### config.mk
export PLATFORM = sky130hd
export DESIGN_NAME = rpp_port_paging
export DESIGN_NICKNAME = d
export VERILOG_FILES = /design/src/design/rpp_port_paging.v
export VERILOG_INCLUDE_DIRS = /design/src /design/src/design
export SDC_FILE = /design/constraint.sdc
export NUM_CORES = 1
export LEC_CHECK = 0
export BUFFER_PORTS_ARGS = -buffer_cell sky130_fd_sc_hd__clkbuf_2
export CAP_MARGIN = 10
export CORE_MARGIN = 8
export CORE_UTILIZATION = 47
export DETAILED_ROUTE_END_ITERATION = 12
export GPL_ROUTABILITY_DRIVEN = 0
export PLACE_DENSITY = 0.75
export SLEW_MARGIN = 0
export SYNTH_ARGS = -nofsm -noshare
export SYNTH_HDL_FRONTEND = slang
export SYNTH_SLANG_ARGS = --single-unit
### constraint.sdc
create_clock -name core_clk_i -period 1.86 [get_ports core_clk_i]
set_input_delay 0.186 -clock core_clk_i [delete_from_list [all_inputs] [get_ports core_clk_i]]
set_output_delay 0.186 -clock core_clk_i [all_outputs]
set_load 0.005 [all_outputs]
### src/design/rpp_defs.vh
/*
 * Constants for the receive-port paging and status block.
 * Assumes inclusion by bare name from design files only.
 */
`ifndef RPP_DEFS_VH
`define RPP_DEFS_VH

`define RPP_ADDR_PAGE_SEL 8'h4C
`define RPP_ADDR_STATUS_ONE 8'h4D
`define RPP_ADDR_PAGED_A 8'h4A
`define RPP_ADDR_PAGED_B 8'h4B
`define RPP_ADDR_PAGED_LO 8'h4D
`define RPP_ADDR_PAGED_HI 8'h7F
`define RPP_ADDR_PAGED2_LO 8'hD0
`define RPP_ADDR_PAGED2_HI 8'hDF

`define RPP_SEL_PHYS_BIT 6
`define RPP_SEL_READ_BIT 4
`define RPP_SEL_WEN1_BIT 1
`define RPP_SEL_WEN0_BIT 0

`define RPP_SEL_RST_LOCAL 3'h0
`define RPP_SEL_RST_CC0 3'h1
`define RPP_SEL_RST_CC1 3'h6

`define RPP_STS_PORT_BIT 6
`define RPP_STS_CKSUM_BIT 5
`define RPP_STS_LOCKCHG_BIT 4
`define RPP_STS_ORDER_BIT 3
`define RPP_STS_PARITY_BIT 2
`define RPP_STS_PASS_BIT 1
`define RPP_STS_LOCK_BIT 0

`define RPP_SRC_LOCAL 2'h0
`define RPP_SRC_CC0 2'h1
`define RPP_SRC_CC1 2'h2

`endif

### src/design/rpp_port_paging.v
/*
 * Receive-port paging and first port status register for a two-port
 * link hub. Holds separate paging state for local host and for each
 * control-channel port, routes paged accesses, and keeps status flags.
 * Assumes one-cycle access strobes from register-access logic on the
 * same clock; per-port event toggles and level inputs arrive from other
 * clock domains and are synchronised here.
 */
// Contract
// RULE_01 - Paged addresses route to the port block chosen by paging state.
// RULE_02 - Read-select bit 4 picks port 0 or 1 for paged reads.
// RULE_03 - Write enables bit 1 and bit 0; both set writes both ports.
// RULE_04 - A cleared write enable leaves that port's paged registers unchanged.
// RULE_05 - Read select defaults 0 locally, arriving port for control channel.
// RULE_06 - Control-channel write enable of the arriving port defaults to 1.
// RULE_07 - Each access source keeps its own paging state.
// RULE_08 - Physical port bit 6 reads 0 locally, arriving port remotely.
// RULE_09 - Status bit 6 reports the port chosen by read select.
// RULE_10 - Status bit 5 sets on checksum error, clears on read.
// RULE_11 - Status bit 4 sets on lock change, clears on read.
// RULE_12 - Status bit 3 sets on order error, clears on read.
// RULE_13 - Status bit 2 follows parity count above limit, not read-cleared.
// RULE_14 - Status bit 1 shows the live pass indication.
// RULE_15 - Status bit 0 shows the live receiver lock state.
// RULE_16 - Read clears affect only the port block that supplied data.
`timescale 1ns/1ps
`default_nettype none
`include "rpp_defs.vh"

module rpp_port_paging (
    input wire core_clk_i,
    input wire rst_b_i,
    input wire clk_en_i,
    input wire [1:0] acc_src_i,
    input wire acc_rd_i,
    input wire acc_wr_i,
    input wire [7:0] acc_addr_i,
    input wire [7:0] acc_wdata_i,
    output reg [7:0] acc_rdata_o,
    output wire paged_hit_o,
    output wire [1:0] paged_wr_port_o,
    output wire paged_rd_port_o,
    input wire [1:0] receiver_locked_i,
    input wire [1:0] port_pass_i,
    input wire [1:0] parity_over_limit_i,
    input wire [1:0] ctrl_channel_checksum_i,
    input wire [1:0] ctrl_channel_order_i
);

    // ----------------------------------------------------------------
    // Input synchronisers.
    // ----------------------------------------------------------------
    // Error events are levels toggled per event by the link side, so a
    // change is caught safely across the crossing.
    reg [9:0] sync1_ff;
    reg [9:0] sync2_ff;
    reg [9:0] sync3_ff;
    wire [9:0] raw_in;
    assign raw_in = {ctrl_channel_order_i, ctrl_channel_checksum_i,
                     parity_over_limit_i, port_pass_i, receiver_locked_i};

    always @(posedge core_clk_i or negedge rst_b_i) begin
        if (!rst_b_i) begin
            sync1_ff <= 10'h000;
            sync2_ff <= 10'h000;
            sync3_ff <= 10'h000;
        end else if (clk_en_i) begin
            sync1_ff <= raw_in;
            sync2_ff <= sync1_ff;
            sync3_ff <= sync2_ff;
        end
    end

    wire [1:0] lock_s = sync2_ff[1:0];
    wire [1:0] pass_s = sync2_ff[3:2];
    wire [1:0] par_s = sync2_ff[5:4];
    wire [1:0] cks_ev = sync2_ff[7:6] ^ sync3_ff[7:6];
    wire [1:0] ord_ev = sync2_ff[9:8] ^ sync3_ff[9:8];
    wire [1:0] lchg_ev = sync2_ff[1:0] ^ sync3_ff[1:0];

    // ----------------------------------------------------------------
    // Paging state, one set per source.
    // ----------------------------------------------------------------
    reg [2:0] loc_sel_ff;
    reg [2:0] cc0_sel_ff;
    reg [2:0] cc1_sel_ff;
    reg [2:0] cur_sel;
    reg phys_port;

    always @* begin
        case (acc_src_i)
            `RPP_SRC_CC0: begin
                cur_sel = cc0_sel_ff;
                phys_port = 1'b0;
            end
            `RPP_SRC_CC1: begin
                cur_sel = cc1_sel_ff;
                phys_port = 1'b1;  // [RULE_08]
            end
            default: begin
                cur_sel = loc_sel_ff;
                phys_port = 1'b0;  // [RULE_08]
            end
        endcase
    end

    // Field layout inside cur_sel: [2] read select, [1:0] write enables.
    wire rd_port = cur_sel[2];  // [RULE_02]
    wire [1:0] wr_en = cur_sel[1:0];  // [RULE_03]

    wire in_paged = (acc_addr_i == `RPP_ADDR_PAGED_A) ||
                    (acc_addr_i == `RPP_ADDR_PAGED_B) ||
                    ((acc_addr_i >= `RPP_ADDR_PAGED_LO) &&
                     (acc_addr_i <= `RPP_ADDR_PAGED_HI)) ||
                    ((acc_addr_i >= `RPP_ADDR_PAGED2_LO) &&
                     (acc_addr_i <= `RPP_ADDR_PAGED2_HI));  // [RULE_01]

    assign paged_hit_o = in_paged;
    assign paged_rd_port_o = rd_port;  // [RULE_01]
    assign paged_wr_port_o = (acc_wr_i && in_paged) ? wr_en : 2'h0;  // [RULE_04]

    wire sel_wr = acc_wr_i && (acc_addr_i == `RPP_ADDR_PAGE_SEL);
    wire [2:0] new_sel = {acc_wdata_i[`RPP_SEL_READ_BIT],
                          acc_wdata_i[`RPP_SEL_WEN1_BIT],
                          acc_wdata_i[`RPP_SEL_WEN0_BIT]};

    always @(posedge core_clk_i or negedge rst_b_i) begin
        if (!rst_b_i) begin
            loc_sel_ff <= `RPP_SEL_RST_LOCAL;  // [RULE_05]
            cc0_sel_ff <= `RPP_SEL_RST_CC0;  // [RULE_05] [RULE_06]
            cc1_sel_ff <= `RPP_SEL_RST_CC1;  // [RULE_05] [RULE_06]
        end else if (clk_en_i && sel_wr) begin
            // Only the accessing source's copy moves. [RULE_07]
            case (acc_src_i)
                `RPP_SRC_CC0: cc0_sel_ff <= new_sel;
                `RPP_SRC_CC1: cc1_sel_ff <= new_sel;
                default: loc_sel_ff <= new_sel;
            endcase
        end
    end

    // ----------------------------------------------------------------
    // Per-port status flags.
    // ----------------------------------------------------------------
    wire [1:0] cks_flag;
    wire [1:0] ord_flag;
    wire [1:0] lchg_flag;
    wire sts_rd = acc_rd_i && (acc_addr_i == `RPP_ADDR_STATUS_ONE);
    // Only the block that answered the read is cleared. [RULE_16]
    wire [1:0] rd_clr = sts_rd ? (rd_port ? 2'h2 : 2'h1) : 2'h0;

    rpp_rc_flag #(
        .WIDTH(2)
    ) i_cks_flag (
        .core_clk_i(core_clk_i),
        .rst_b_i(rst_b_i),
        .clk_en_i(clk_en_i),
        .set_i(cks_ev),  // [RULE_10]
        .clr_i(rd_clr),
        .flag_o(cks_flag)
    );

    rpp_rc_flag #(
        .WIDTH(2)
    ) i_ord_flag (
        .core_clk_i(core_clk_i),
        .rst_b_i(rst_b_i),
        .clk_en_i(clk_en_i),
        .set_i(ord_ev),  // [RULE_12]
        .clr_i(rd_clr),
        .flag_o(ord_flag)
    );

    rpp_rc_flag #(
        .WIDTH(2)
    ) i_lchg_flag (
        .core_clk_i(core_clk_i),
        .rst_b_i(rst_b_i),
        .clk_en_i(clk_en_i),
        .set_i(lchg_ev),  // [RULE_11]
        .clr_i(rd_clr),
        .flag_o(lchg_flag)
    );

    // ----------------------------------------------------------------
    // Read data.
    // ----------------------------------------------------------------
    reg [7:0] nxt_rdata;
    always @* begin
        nxt_rdata = 8'h00;
        if (acc_addr_i == `RPP_ADDR_PAGE_SEL) begin
            nxt_rdata[`RPP_SEL_PHYS_BIT] = phys_port;  // [RULE_08]
            nxt_rdata[`RPP_SEL_READ_BIT] = rd_port;
            nxt_rdata[`RPP_SEL_WEN1_BIT] = wr_en[1];
            nxt_rdata[`RPP_SEL_WEN0_BIT] = wr_en[0];
        end else if (acc_addr_i == `RPP_ADDR_STATUS_ONE) begin
            nxt_rdata[`RPP_STS_PORT_BIT] = rd_port;  // [RULE_09]
            nxt_rdata[`RPP_STS_CKSUM_BIT] = cks_flag[rd_port];  // [RULE_10]
            nxt_rdata[`RPP_STS_LOCKCHG_BIT] = lchg_flag[rd_port];  // [RULE_11]
            nxt_rdata[`RPP_STS_ORDER_BIT] = ord_flag[rd_port];  // [RULE_12]
            nxt_rdata[`RPP_STS_PARITY_BIT] = par_s[rd_port];  // [RULE_13]
            nxt_rdata[`RPP_STS_PASS_BIT] = pass_s[rd_port];  // [RULE_14]
            nxt_rdata[`RPP_STS_LOCK_BIT] = lock_s[rd_port];  // [RULE_15]
        end
    end

    always @(posedge core_clk_i or negedge rst_b_i) begin
        if (!rst_b_i) begin
            acc_rdata_o <= 8'h00;
        end else if (clk_en_i && acc_rd_i) begin
            acc_rdata_o <= nxt_rdata;
        end
    end

endmodule

// ----------------------------------------------------------------
// Clear-on-read flag bank.
// ----------------------------------------------------------------
// A set in the clearing cycle wins, so an event that lands while the
// old value is being read out is kept for the next read.
module rpp_rc_flag #(
    parameter WIDTH = 2
) (
    input wire core_clk_i,
    input wire rst_b_i,
    input wire clk_en_i,
    input wire [WIDTH-1:0] set_i,
    input wire [WIDTH-1:0] clr_i,
    output wire [WIDTH-1:0] flag_o
);

    reg [WIDTH-1:0] flag_ff;
    wire [WIDTH-1:0] nxt_flag;
    assign nxt_flag = (flag_ff & ~clr_i) | set_i;
    assign flag_o = flag_ff;

    always @(posedge core_clk_i or negedge rst_b_i) begin
        if (!rst_b_i) begin
            flag_ff <= {WIDTH{1'h0}};
        end else if (clk_en_i) begin
            flag_ff <= nxt_flag;
        end
    end

endmodule

`default_nettype wire

Word-level counts from Yosys, hierarchy flattened:

Cells that the tools add are included.

* multiplexer cells: 23
* multipliers: 0
* bitwise operators: 11
* divide/modulo/power cells: 0
* eq/ne operators: 6
* order comparisons: 5
* shift-type cells: 0
* add/sub/neg operators: 0
* reduce and logical (&&, ||, !) cells: 14

Operators with widths (number)
* 8-bit by 7-bit == test with 1-bit output (second input constant): 4
* 1-bit 2-to-1 mux: 16
* 2-bit 2-to-1 mux: 5
* 8-bit by 7-bit >= comparator with 1-bit output (second input constant): 1
* 8-bit >= comparator (second input constant): 1
* 8-bit by 7-bit less-or-equal comparator with 1-bit output (second input constant): 1
* 8-bit less-or-equal comparator (second input constant): 1
* 1-bit logical AND: 7
* 7-bit 2-to-1 mux: 1
* 2-bit bitwise AND: 3
* 2-bit bitwise OR: 3
* 3-bit one-hot mux with 2 select lines: 1
* 2-bit AND reduction: 3
* 2-bit bitwise XOR: 3
* 1-bit logical OR: 3
* 2-bit by 1-bit == test with 1-bit output (second input constant): 1
* 2-bit == test (second input constant): 1
* 1-bit by 2-bit < comparator with 1-bit output (second input constant): 1
* 2-bit inverter: 1
* 2-bit OR reduction: 1
* 1-bit inverter: 1

* bits of input ports: 33
* flip-flop bits (word level): 52
* output and inout bits: 12
* bits in read-only memories: 0
* bits in latches: 0
* bits in writable memories: 0
* memories kept: 0

Logic depth before layout (Yosys ltp):

Gate-level depths: netlist of the first run.

* word-level depth: 7
* gate-level depth with buffers: 7
* depth with buffers taken out: 6

By module:

A second synthesis of the first run with hierarchy kept.

* cells, all modules: 174
* area total of the unflattened synthesis: 2193.4 µm²

Modules (own cells, without submodules)
* rpp_port_paging: times used 1, seq. area each 1054.8 µm², area each 1968.1 µm², cells an instance 156
* rpp_rc_flag: times used 3, seq. area each 50.0 µm², area each 75.1 µm², cells an instance 6

Worst setup path after synthesis of the first run:

No wires, ideal clock.

* kind: input to register
* start point: in acc_src_i[0]
* end point: reg acc_rdata_o[6]
* data arrival time: 1681 ps
* buffers on the path: 2
* path slack: 53 ps
* library setup time: 126 ps
* cell stages on the path: 7
* path through: inv_1 ha_1 clkbuf_1 mux2_2 buf_2 and3_1 a221o_1

* longest elaborated chain between the ends: 4

Ends and longest elaborated chain
* start: declaration: line rpp_port_paging.v:34 `input wire [1:0] acc_src_i,`
* 2-bit == test or 2-bit by 1-bit == test with 1-bit output (tied branches): line rpp_port_paging.v:91 `case (acc_src_i)`
* 3-bit one-hot mux with 2 select lines (*): line rpp_port_paging.v:91
* named net paged_rd_port_o: line rpp_port_paging.v:42 `output wire paged_rd_port_o,`
* 7-bit 2-to-1 mux (*): line rpp_port_paging.v:196 `` end else if (acc_addr_i == `RPP_ADDR_STATUS_ONE) begin ``
* 1-bit 2-to-1 mux (*): line rpp_port_paging.v:191 `` if (acc_addr_i == `RPP_ADDR_PAGE_SEL) begin ``
* end signal: assignment: line rpp_port_paging.v:211 `acc_rdata_o <= nxt_rdata;`
* end: declaration: line rpp_port_paging.v:39 `output reg [7:0] acc_rdata_o,`

Mark *: on every way through the listed nets, which the timed path passes. The rest lies on a longest branch.
A chain may end at the register's enable or synchronous reset.

Final worst setup path of the first run:

* start point: reg cc0_sel_ff[2]
* end point: out paged_rd_port_o

* longest elaborated chain between the ends: 1

Ends and longest elaborated chain
* start: declaration: line rpp_port_paging.v:85 `reg [2:0] cc0_sel_ff;`
* start signal: assignment: line rpp_port_paging.v:130 `` cc0_sel_ff <= `RPP_SEL_RST_CC0; ``
* start signal: assignment: line rpp_port_paging.v:135 `` `RPP_SRC_CC0: cc0_sel_ff <= new_sel; ``
* 3-bit one-hot mux with 2 select lines: line rpp_port_paging.v:91
* end: declaration: line rpp_port_paging.v:42

No other way between the ends.

==> impl_results.md, run 1 <==
- Cell area after layout: 2610 um^2
- H-tree depth: 2
- CTS-repair resized insts: 0
- Max IR drop VDD: 0.515 mV
- Initial antenna violation count: 0
- Antenna-violating nets left: 0
- WL/cell: 14.6 um
- Crit Path Class: flop to output pin
- Crit path DAT: roughly 1.6 ns
- CP Launch Type: flop
- Vias per cell: approximately 5.3
- Post-Syn Area: ~2200 um^2
- Unrepaired setup endpoints after global routing: false
- Cell family with most CP delay: flip-flops
- Die Height: 84.3 um
- Iter 0 DRT Violations: 71
- Sequential share of the synthesized area: 55.0%
- Total global-route track usage: 11.8%
- Most common cell after layout, fill and taps aside: dfrtp_1
- Multi-input gate area: about 900 um^2
- Least-Margin Pin Slew: roughly 0.56 ns
- Setup TNS Final: 0 ns
- Main synth FF type: dfrtp_1
- Die area: 7110 um^2
- Critical Path RT: 1.67 ns
- Cells along the critical path: a22o_1 > mux2_2 > buf_4 > clkbuf_2
- Crit. End Element: output pin
- Worst hold path type: primary input to flop
- Final Cycle Share: 93.9%
- IO buf count: 38
- Worst path slowest cell: dfrtp_1
- Skew-Pair Late Insertion Delay: ~0.30 ns
- Via count: 1470
- Clk sinks: 48
- Drt pass-1 iters: 4
- Netlist cell types: 31
- Layout cells sized above 1: 43.3%
- Synthesized flop and latch total: between 40 and 50
- Final setup viols: 0
- Mean Syn Cell Area: 12.3 um^2
- Die X: between 80 and 90 um
- Non-Filler Instances: between 200 and 300
- Vias in the first global route: 1529
- Max Cap Viol: 0
- Worst Skew: 0.00859 ns
- Mapped Cells: 178
- Grt total ovfl: 0
- Nets: 258
- Clock root buffer: clkbuf_8
- CP max FO: 8
- Pin count of the biggest net entering global routing: 28
- Initial Utilization: 47.7%
- Mapped Nets: 213
- Clk buf depth: 2
- Placed insts: 269
- TritonCTS clock tree: built
- Status: complete, no violations
- Dpl cell area: between 2000 and 2500 um^2
- Slew HR: 62.4%
- Commonest non-fill, non-tap cells in the layout: dfrtp_1, mux2_2, clkbuf_2
- ANT cells: 0
- Post-Route Utilization: 56.8%
- Fill cells: 389
- Achievable Freq: 573 MHz
- Max Slew Vio Count: 0
- Synthesis-to-layout area growth: 19.1%
- Number of placed I/O pins: 45
- Fin crit period: 1.75 ns
- P per Cell Area: 855 nW/um^2
- First-pass GRT wire length: roughly 6.9 mm
- DR DRC count: 0
- CP max stage delay: 0.39 ns
- Synth warn: 0
- FP Rows: 25
- Buffers & Inverters on Critical Path: 2
- Final hold violations: 0
- Clock-pin transition on the worst setup and hold timing paths: 0.09 ns
- Register area: roughly 1200 um^2
- Drt total wl: 4.06 mm
- DP HPWL: 3.10 mm
- Hold slack: 0.116 ns
- Core area: 4600 um^2
- CTS Buf Count: 5
- Leak: 1.25 nW
- Post-synth EDFFs: 0
- Async set-reset flop share out of synthesis: 100%
synth_stat cells (4+ instances only):
cell type | instances | area (um^2)
inv_1 | 8 | 30.0
dfrtp_1 | 45 | 1130
nor2_1 | 4 | 15.0
mux2_2 | 38 | 428
o21ai_1 | 6 | 30.0
clkbuf_1 | 6 | 22.5
and3_1 | 5 | 31.3
xor2_1 | 6 | 52.6
o21ai_0 | 6 | 30.0
a22oi_1 | 4 | 30.0
nand2_1 | 19 | 71.3
mux2i_1 | 7 | 70.1
metrics by stage:
stage	power, W	setup WS, ns
6_report	0.00223	0.114
5_1_grt	0.00234	0.0267
4_1_cts	0.00227	0.0972
3_5_place_dp	0.00148	0.0214
3_3_place_gp	0.00146	0.0442
2_1_floorplan	0.00137	0.0529
worst paths after layout:
path | depth (start not counted) | from | slack, ns | to
setup / recovery | 4 | cc0_sel_ff[2] | 0.11 | paged_rd_port_o
hold / removal | 2 | receiver_locked_i[0] | 0.12 | sync1_ff[0]
setup reg to reg | 5 | cc1_sel_ff[2] | 0.29 | acc_rdata_o[4]
hold reg to reg | 1 | acc_rdata_o[0] | 0.50 | acc_rdata_o[0]
max in group asynchronous | 3 | rst_b_i | 0.85 | cc1_sel_ff[2]
min in group asynchronous | 2 | rst_b_i | 0.41 | sync1_ff[6]
where the power goes:
group	leakage (nW)	internal [W]	total, W	switching (W)
Combinational	0.620	0.000152	0.000273	0.000121
Clock	0.0614	0.000439	0.000776	0.000336
Sequential	0.570	0.00113	0.00119	0.0000584
metal layers:
layer / GRT usage [%] / wire length [um] / part of all wire (%)
met1: 14.3 / 1830 / 45
met3: 4.65 / 296 / 7.3
met4: 5.34 / 61 / 1.5
met2: 18.0 / 1870 / 46
met5: 0 / 0 / 0
cells by family after synthesis:
| group | after synthesis | share of synthesized area, % |
|---|---|---|
| adders and majority gates | 2 | 1.14 |
| DFF | 48 | 55.0 |
| AOI/OAI and AO/OA | 24 | 7.31 |
| and+or+nand+nor | 36 | 8.33 |
| buffers and inverters | 16 | 2.97 |
| xor gates and xnor gates | 6 | 2.40 |
| muxes | 45 | 22.7 |
| other | 1 | 0.171 |
sequential cells by signal, summed over array words and instances, names as in the netlist:
name and flops:
sync1_ff 10, i_cks_flag.flag_o 2, sync3_ff 6, i_lchg_flag.flag_o 2, cc1_sel_ff 3, sync2_ff 10, acc_rdata_o 7, cc0_sel_ff 3
loc_sel_ff 3, i_ord_flag.flag_o 2
final cells by class:
cell class              count  share of cell area, %
clock inverters             2                   1.49
repair buffers             46                   10.2
flip-flops and latches     48                   46.1
clock buffers               6                   3.16
inverters                   8                   1.15
multi-input cells         114                   35.3
well taps                  54                   2.59
timing repair:
action | CTS | global route
hold endpoints to repair | 21 | 0
hold buffers | 1 | 0
buffers inserted | 0 | 0
Power figures use the tool's default switching activity.
==> inputs of run 2 (changes only) <==
Settings changed: ABC_AREA set to 1, CTS_CLUSTER_SIZE set to 14.
==> run 2 against run 1 <==
Via count is 21% higher. Sequential cell count stayed put. Core utilization is 1.3 points lower. Wire length is 4.2% higher. Hold slack worse by 0.029 ns. Synthesized cell count is 56% higher. Global-route usage is 1.2 points higher. Clock power is 18% lower.
==> impl_results.md, run 2 <==
- Status: complete, no violations (unchanged)
- TritonCTS clock tree: built (unchanged)
- Drt pass-1 iters: 4 (unchanged)
- Buffers & Inverters on Critical Path: 2 (unchanged)
- Synth top area share: 50.7% (was 51.4%)
- Leak: 1.35 nW (was 1.25 nW)
- Critical Path Source: cc1_sel_ff[2] (was cc0_sel_ff[2])
- Clk sinks: 48 (unchanged)
- Netlist cell types: 23 (was 31)
- H-tree depth: 2 (unchanged)
- Area share of and/or/nand/nor cells after synthesis: 24.6% (was 8.33%)
- CTS Buf Count: 5 (unchanged)
- Crit Path Class: flop to output pin (unchanged)
- Cell family with most CP delay: flip-flops (unchanged)
- Least-Margin Pin Slew: 0.612 ns (was 0.556 ns)
- Crit path DAT: 1.40 ns (was 1.56 ns)
- Vias per cell: 4.77 (was 5.29)
- Clock Power Share: 31.2% (was 34.7%)
- Crit path to: paged_rd_port_o (unchanged)
- Synthesized flop and latch total: 48 (unchanged)
- Iter 0 DRT Violations: 67 (was 71)
- Worst hold path type: primary input to flop (unchanged)
- Sequential share of the synthesized area: 54.3% (was 55.0%)
- Compound-Gate Fraction of Synth Area: 11.8% (was 7.31%)
- Mux contribution to synthesized area: 0% (was 22.7%)
- Clk buf depth: 2 (unchanged)
- Main synth FF type: dfrtp_1 (unchanged)
- WL/cell: 11.3 um (was 14.6 um)
- Most common cell after layout, fill and taps aside: nand2_1 (was dfrtp_1)
- Largest family of logic cells by synthesized area: simple AND/OR/NAND/NOR gates (was multiplexers)
- Critical Path RT: 1.67 ns (about the same)
- Max Cap Viol: 0 (unchanged)
- Biggest regs: sync1_ff (10), sync2_ff (10), acc_rdata_o (7) (unchanged)
- Commonest non-fill, non-tap cells in the layout: nand2_1, dfrtp_1, clkbuf_2 (was dfrtp_1, mux2_2, clkbuf_2)
- Slew HR: 59.2% (was 62.4%)
- Worst path slowest cell: dfstp_2 (was dfrtp_1)
- CP Depth: 5 (was 4)
- Setup TNS Final: 0 ns (unchanged)
- Final Cycle Share: 85.2% (was 93.9%)
- Synth warn: 0 (unchanged)
- Reg2Reg Depth: 5 (unchanged)
- Worst r2r src: cc1_sel_ff[2] (unchanged)
- Cells along the critical path: nand2_1 > nand3_2 > nand2_2 > inv_1 > clkbuf_2 (was a22o_1 > mux2_2 > buf_4 > clkbuf_2)
- Seq pwr share: 55.8% (was 53.1%)
- Worst Skew: 0.00786 ns (was 0.00859 ns)
- Mean Syn Cell Area: 7.98 um^2 (was 12.3 um^2)
- Die Height: 84.7 um (was 84.3 um)
- Mapped Nets: 313 (was 213)
- Synth Area in Adders: 1.13% (was 1.14%)
- Grt total ovfl: 0 (unchanged)
- Initial antenna violation count: 0 (unchanged)
- Reg2reg end: i_cks_flag.flag_o[1] (was acc_rdata_o[4])
- P per Cell Area: 793 nW/um^2 (was 855 nW/um^2)
- Post-synth top cells: nand2_1, dfrtp_1, inv_1 (was dfrtp_1, mux2_2, nand2_1)
- Net load switching power: 0.000530 W (was 0.000515 W)
- Fin crit period: 1.58 ns (was 1.75 ns)
- Length of routed met2 wiring: 1.84 mm (was 1.87 mm)
- Min-Delay Path Depth: 3 (was 2)
- Post-Syn Area: 2220 um^2 (was 2190 um^2)
- Async set-reset flop share out of synthesis: 100% (unchanged)
- Sw frac: 26.0% (was 23.1%)
- Routed wl met3: 322 um (was 296 um)
- Via count: 1780 (was 1470)
- Int Power: 0.00151 W (was 0.00172 W)
- FP Rows: 25 (unchanged)
- Hold slack: 0.0876 ns (was 0.116 ns)
- XOR/XNOR Fraction of Synth Area: 0% (was 2.40%)
- Max IR drop VDD: 0.428 mV (was 0.515 mV)
- Skew-Pair Late Insertion Delay: 0.29 ns (was 0.30 ns)
- Max Slew Vio Count: 0 (unchanged)
- ANT cells: 0 (unchanged)
- Die X: 84.7 um (was 84.3 um)
- Vias in the first global route: 1784 (was 1529)
- Initial Utilization: 47.9% (was 47.7%)
- Synthesis-to-layout area growth: 15.8% (was 19.1%)
- DR DRC count: 0 (unchanged)
- DP HPWL: 3.28 mm (was 3.10 mm)
- CP Launch Type: flop (unchanged)
- Setup bufs post-CTS: 0 (unchanged)
- Pin count of the biggest net entering global routing: 36 (was 28)
- Antenna-violating nets left: 0 (unchanged)
- IO buf count: 38 (unchanged)
- CP max FO: 12 (was 8)
- R2r setup slk: 0.60 ns (was 0.29 ns)
- Most common cell in the netlist: nand2_1 (was dfrtp_1)
- Core area: 4630 um^2 (was 4600 um^2)
- Post-synth EDFFs: 0 (unchanged)
- Largest area contributor in the netlist: dfrtp_1 (unchanged)
- Final setup viols: 0 (unchanged)
- Clock-pin transition on the worst setup and hold timing paths: 0.08 ns (was 0.09 ns)
- Synth area leaders: dfrtp_1, nand2_1, o21ai_0 (was dfrtp_1, mux2_2, dfstp_2)
- Drt total wl: 4.23 mm (was 4.06 mm)
- Unrepaired setup endpoints after global routing: false (unchanged)
- Clock root buffer: clkbuf_8 (unchanged)
- Final hold violations: 0 (unchanged)
- Die area: 7180 um^2 (was 7110 um^2)
- Nets: 353 (was 258)
- Top routing layer used: met4 (unchanged)
- CP max stage delay: 0.54 ns (was 0.39 ns)
- First-pass GRT wire length: 7.72 mm (was 6.94 mm)
- Combinational power share: 12.9% (was 12.2%)
- M1 WL: 2.05 mm (was 1.83 mm)
- Layout cells sized above 1: 19.7% (was 43.3%)
- Mapped Cells: 278 (was 178)
- Total global-route track usage: 13.0% (was 11.8%)
- Number of placed I/O pins: 45 (unchanged)
- Achievable Freq: 631 MHz (was 573 MHz)
- Crit. End Element: output pin (unchanged)
-- run 2: cells by family (layout without fill, tap and decap cells) --
| group | after synthesis | count (layout) |
|---|---|---|
| other | 1 | 1 |
| adder cells (fa/ha/maj) | 2 | 2 |
| flip-flops | 48 | 48 |
| buffers and inverters | 44 | 85 |
| AO/OA/AOI/OAI | 52 | 52 |
| AND/OR/NAND/NOR | 131 | 131 |
-- run 2: worst min-delay path, cell delays in order --
cell      delay [ns]
clkbuf_2        0.07
nand2_1         0.04
nand2_1         0.05
-- run 2: area by class of cell --
class                   instances  area (um^2)
fillers                       451         2060
flip-flops and latches         48         1200
multi-input cells             186          837
repair buffers                 41          228
inverters                      36          135
clock buffers                   6         82.6
well taps                      54         67.6
clock inverters                 2         15.0
-- run 2: power groups by stage --
stage               clock [W]  combinational, W  sequential, W
CTS                  0.000660          0.000268        0.00114
finish               0.000637          0.000264        0.00114
global route         0.000703          0.000312        0.00115
global placement            0          0.000257        0.00116
floorplan                   0          0.000167        0.00115
detailed placement          0          0.000265        0.00116
-- run 2: worst min-delay path by stage --
stage / start / endpoint / slack (ns)
2_1_floorplan: rst_b_i / acc_rdata_o[0] / -0.11
3_3_place_gp: rst_b_i / cc0_sel_ff[2] / 0.22
3_5_place_dp: rst_b_i / sync2_ff[3] / 0.23
4_1_cts: receiver_locked_i[1] / sync1_ff[1] / 0.08
5_1_grt: ctrl_channel_checksum_i[1] / sync1_ff[7] / 0.08
6_report: receiver_locked_i[0] / sync1_ff[0] / 0.09
-- run 2: routing by layer --
layer	track usage [%]	vias up
met5	0	-
met1	16.4	791
met2	20.1	47
met3	4.78	2
met4	3.88	0
li1	-	940
-- run 2: repair_timing --
item                                   4_1_cts  5_1_grt
hold buffers                                 1        0
gates resized for setup                      0        0
endpoints found under the hold margin       19        0
-- run 2: stage by stage --
| stage | area (um^2) | util, % | worst slack, ns | power (W) | cells |
|---|---|---|---|---|---|
| 3_3_place_gp | 2460 | 53.2 | 0.330 | 0.00141 | 364 |
| 6_report | 2570 | 55.5 | 0.275 | 0.00204 | 373 |
| 2_1_floorplan | 2220 | - | 0.573 | 0.00132 | 278 |
| 4_1_cts | 2570 | 55.5 | 0.256 | 0.00207 | 373 |
| 3_5_place_dp | 2460 | 53.2 | 0.275 | 0.00142 | 364 |
| 5_1_grt | 2570 | 55.5 | 0.131 | 0.00216 | 373 |
==> inputs of run 3 (changes only) <==
Settings changed: CORE_UTILIZATION 47 to 45, PLACE_DENSITY 0.75 to 0.72.
==> run 3 against run 2 <==
Sequential share of layout area decreased by 1.1 points. Critical path depth unchanged. Clock-buffer cell count decreased by 1. Clock skew increased by 0.0035 ns. Clock power increased by 39%. Final cell count increased by 3.8%. Hold slack got worse by 0.0055 ns. Sequential cell count unchanged. Global-route usage about the same. Sequential power about the same. Die area increased by 3.6%. Largest power group unchanged.
==> impl_results.md, run 3 (same netlist as run 2, synthesis figures left out) <==
- Status: complete, no violations (unchanged)
- Number of placed I/O pins: 45 (unchanged)
- Clk sinks: 48 (unchanged)
- Max IR drop VDD: 0.637 mV (was 0.428 mV)
- CTS Buf Count: 5 (unchanged)
- Max Cap Viol: 0 (unchanged)
- Least-Margin Pin Slew: 0.521 ns (was 0.612 ns)
- Cell area after layout: 2630 um^2 (was 2570 um^2)
- P per Cell Area: 870 nW/um^2 (was 793 nW/um^2)
- Crit path DAT: 1.40 ns (about the same)
- DR DRC count: 0 (unchanged)
- Worst hold start: ctrl_channel_checksum_i[0] (was receiver_locked_i[0])
- IO buf count: 38 (unchanged)
- Skew-Pair Late Insertion Delay: 0.30 ns (was 0.29 ns)
- Total global-route track usage: 13.0% (about the same)
- Reg2reg end: acc_rdata_o[2] (was i_cks_flag.flag_o[1])
- Synthesis-to-layout area growth: 18.7% (was 15.8%)
- Final setup viols: 0 (unchanged)
- Clock-pin transition on the worst setup and hold timing paths: 0.09 ns (was 0.08 ns)
- Clock root buffer: clkbuf_8 (unchanged)
- Fin crit period: 1.59 ns (was 1.58 ns)
- Worst Skew: 0.0114 ns (was 0.00786 ns)
- Dpl cell area: 2490 um^2 (was 2460 um^2)
- Layout cells sized above 1: 20.0% (was 19.7%)
- Crit. End Element: output pin (unchanged)
- Setup bufs post-CTS: 0 (unchanged)
- Core area: 4750 um^2 (was 4630 um^2)
- Worst Hold Path EP: sync1_ff[6] (was sync1_ff[0])
- Initial antenna violation count: 0 (unchanged)
- Via count: 1774 (was 1780)
- Unrepaired setup endpoints after global routing: false (unchanged)
- Hold slack: 0.0821 ns (was 0.0876 ns)
- Most common cell after layout, fill and taps aside: nand2_1 (unchanged)
- First-pass GRT wire length: 7.87 mm (was 7.72 mm)
- Leak: 1.38 nW (was 1.35 nW)
- Grt total ovfl: 0 (unchanged)
- Final hold violations: 0 (unchanged)
- Reg2Reg Depth: 6 (was 5)
- Clk buf depth: 2 (unchanged)
- Drt pass-1 iters: 4 (unchanged)
- Nets: 354 (was 353)
- Max Slew Vio Count: 0 (unchanged)
- H-tree depth: 2 (unchanged)
- Worst r2r src: cc1_sel_ff[2] (unchanged)
- Pin count of the biggest net entering global routing: 30 (was 36)
- TritonCTS clock tree: built (unchanged)
- Die X: 86.2 um (was 84.7 um)
- Setup TNS Final: 0 ns (unchanged)
- Antenna-violating nets left: 0 (unchanged)
- FP Rows: 25 (unchanged)
- Iter 0 DRT Violations: 105 (was 67)
- Slew HR: 65.3% (was 59.2%)
- CTS Hold Buffers Added: 1 (unchanged)
- Min-Delay Path Depth: 3 (unchanged)
- Vias per cell: 4.58 (was 4.77)
- Die Height: 86.2 um (was 84.7 um)
- Worst hold path type: primary input to flop (unchanged)
- Commonest non-fill, non-tap cells in the layout: nand2_1, dfrtp_1, clkbuf_2 (unchanged)
- CP Launch Type: flop (unchanged)
- R2r setup slk: 0.57 ns (was 0.60 ns)
- Vias in the first global route: 1747 (was 1784)
- Achievable Freq: 631 MHz (about the same)
- ANT cells: 0 (unchanged)
- Biggest regs: sync1_ff (10), sync2_ff (10), acc_rdata_o (7) (unchanged)
- Drt total wl: 4.38 mm (was 4.23 mm)
- Fill cells: 465 (was 451)
- Die area: 7440 um^2 (was 7180 um^2)
- DP HPWL: 3.30 mm (was 3.28 mm)
- CTS-repair resized insts: 0 (unchanged)
- Critical Path RT: 1.67 ns (about the same)
- CP max FO: 12 (unchanged)
- WL/cell: 11.3 um (about the same)
- Initial Utilization: 46.7% (was 47.9%)
- Post-Route Utilization: 55.4% (was 55.5%)
- Final Cycle Share: 85.3% (was 85.2%)
- Crit Path Class: flop to output pin (unchanged)
[run 3: cell types whose count changed in the layout (fill, tap and decap cells not counted)]
cell | previous run | this run
buf_4 | 1 | 2
clkinvlp_4 | 2 | 0
inv_6 | 0 | 1
clkbuf_8 | 6 | 5
bufinv_16 | 0 | 2
[run 3: worst max path at each step]
stage	startpoint	end	slack [ns]	cells past startpoint
floorplan	acc_src_i[0]	acc_rdata_o[0]	0.57	9
global placement	acc_src_i[0]	i_ord_flag.flag_o[0]	0.30	9
detailed placement	acc_src_i[0]	i_ord_flag.flag_o[0]	0.25	9
CTS	cc1_sel_ff[2]	paged_rd_port_o	0.24	5
global route	cc1_sel_ff[2]	paged_rd_port_o	0.13	5
finish	cc1_sel_ff[2]	paged_rd_port_o	0.27	5
[run 3: area by class of cell]
cell class | instances | area, um^2 | share of cell area [%]
Clock buffer | 5 | 68.8 | 2.61
Clock inverter | 3 | 68.8 | 2.61
Inverter | 36 | 135 | 5.13
Multi-Input combinational cell | 186 | 837 | 31.8
Sequential cell | 48 | 1200 | 45.7
Tap cell | 67 | 83.8 | 3.18
Timing Repair Buffer | 42 | 235 | 8.93
[run 3: through the flow]
step | setup WS, ns | total power, W | cells
after floorplan | 0.573 | 0.00132 | 278
after detailed placement | 0.252 | 0.00143 | 378
after CTS | 0.237 | 0.00232 | 387
after global placement | 0.302 | 0.00142 | 378
after global routing | 0.131 | 0.00242 | 387
final | 0.274 | 0.00229 | 387
[run 3: power by group]
group / total, W / internal [W] / switching, W
sequential: 0.00114 / 0.00111 / 0.0000283
combinational: 0.000268 / 0.0000984 / 0.000169
clock: 0.000885 / 0.000541 / 0.000345
total: 0.00229 / 0.00175 / 0.000542
[run 3: worst max-delay path, stage by stage, from the launching register on]
cell and delay [ns]:
dfstp_2 0.53, nand2_1 0.07, nand3_2 0.11, nand2_2 0.14, inv_1 0.14, clkbuf_2 0.13
[run 3: routing by layer]
metal  GRT usage (%)  wire, um  vias to the layer above
met4            4.23        58                        0
met2            19.5      1810                       50
met5               0         0                        -
met1            17.2      2170                      773
met3            4.25       337                        6
li1                -         -                      945
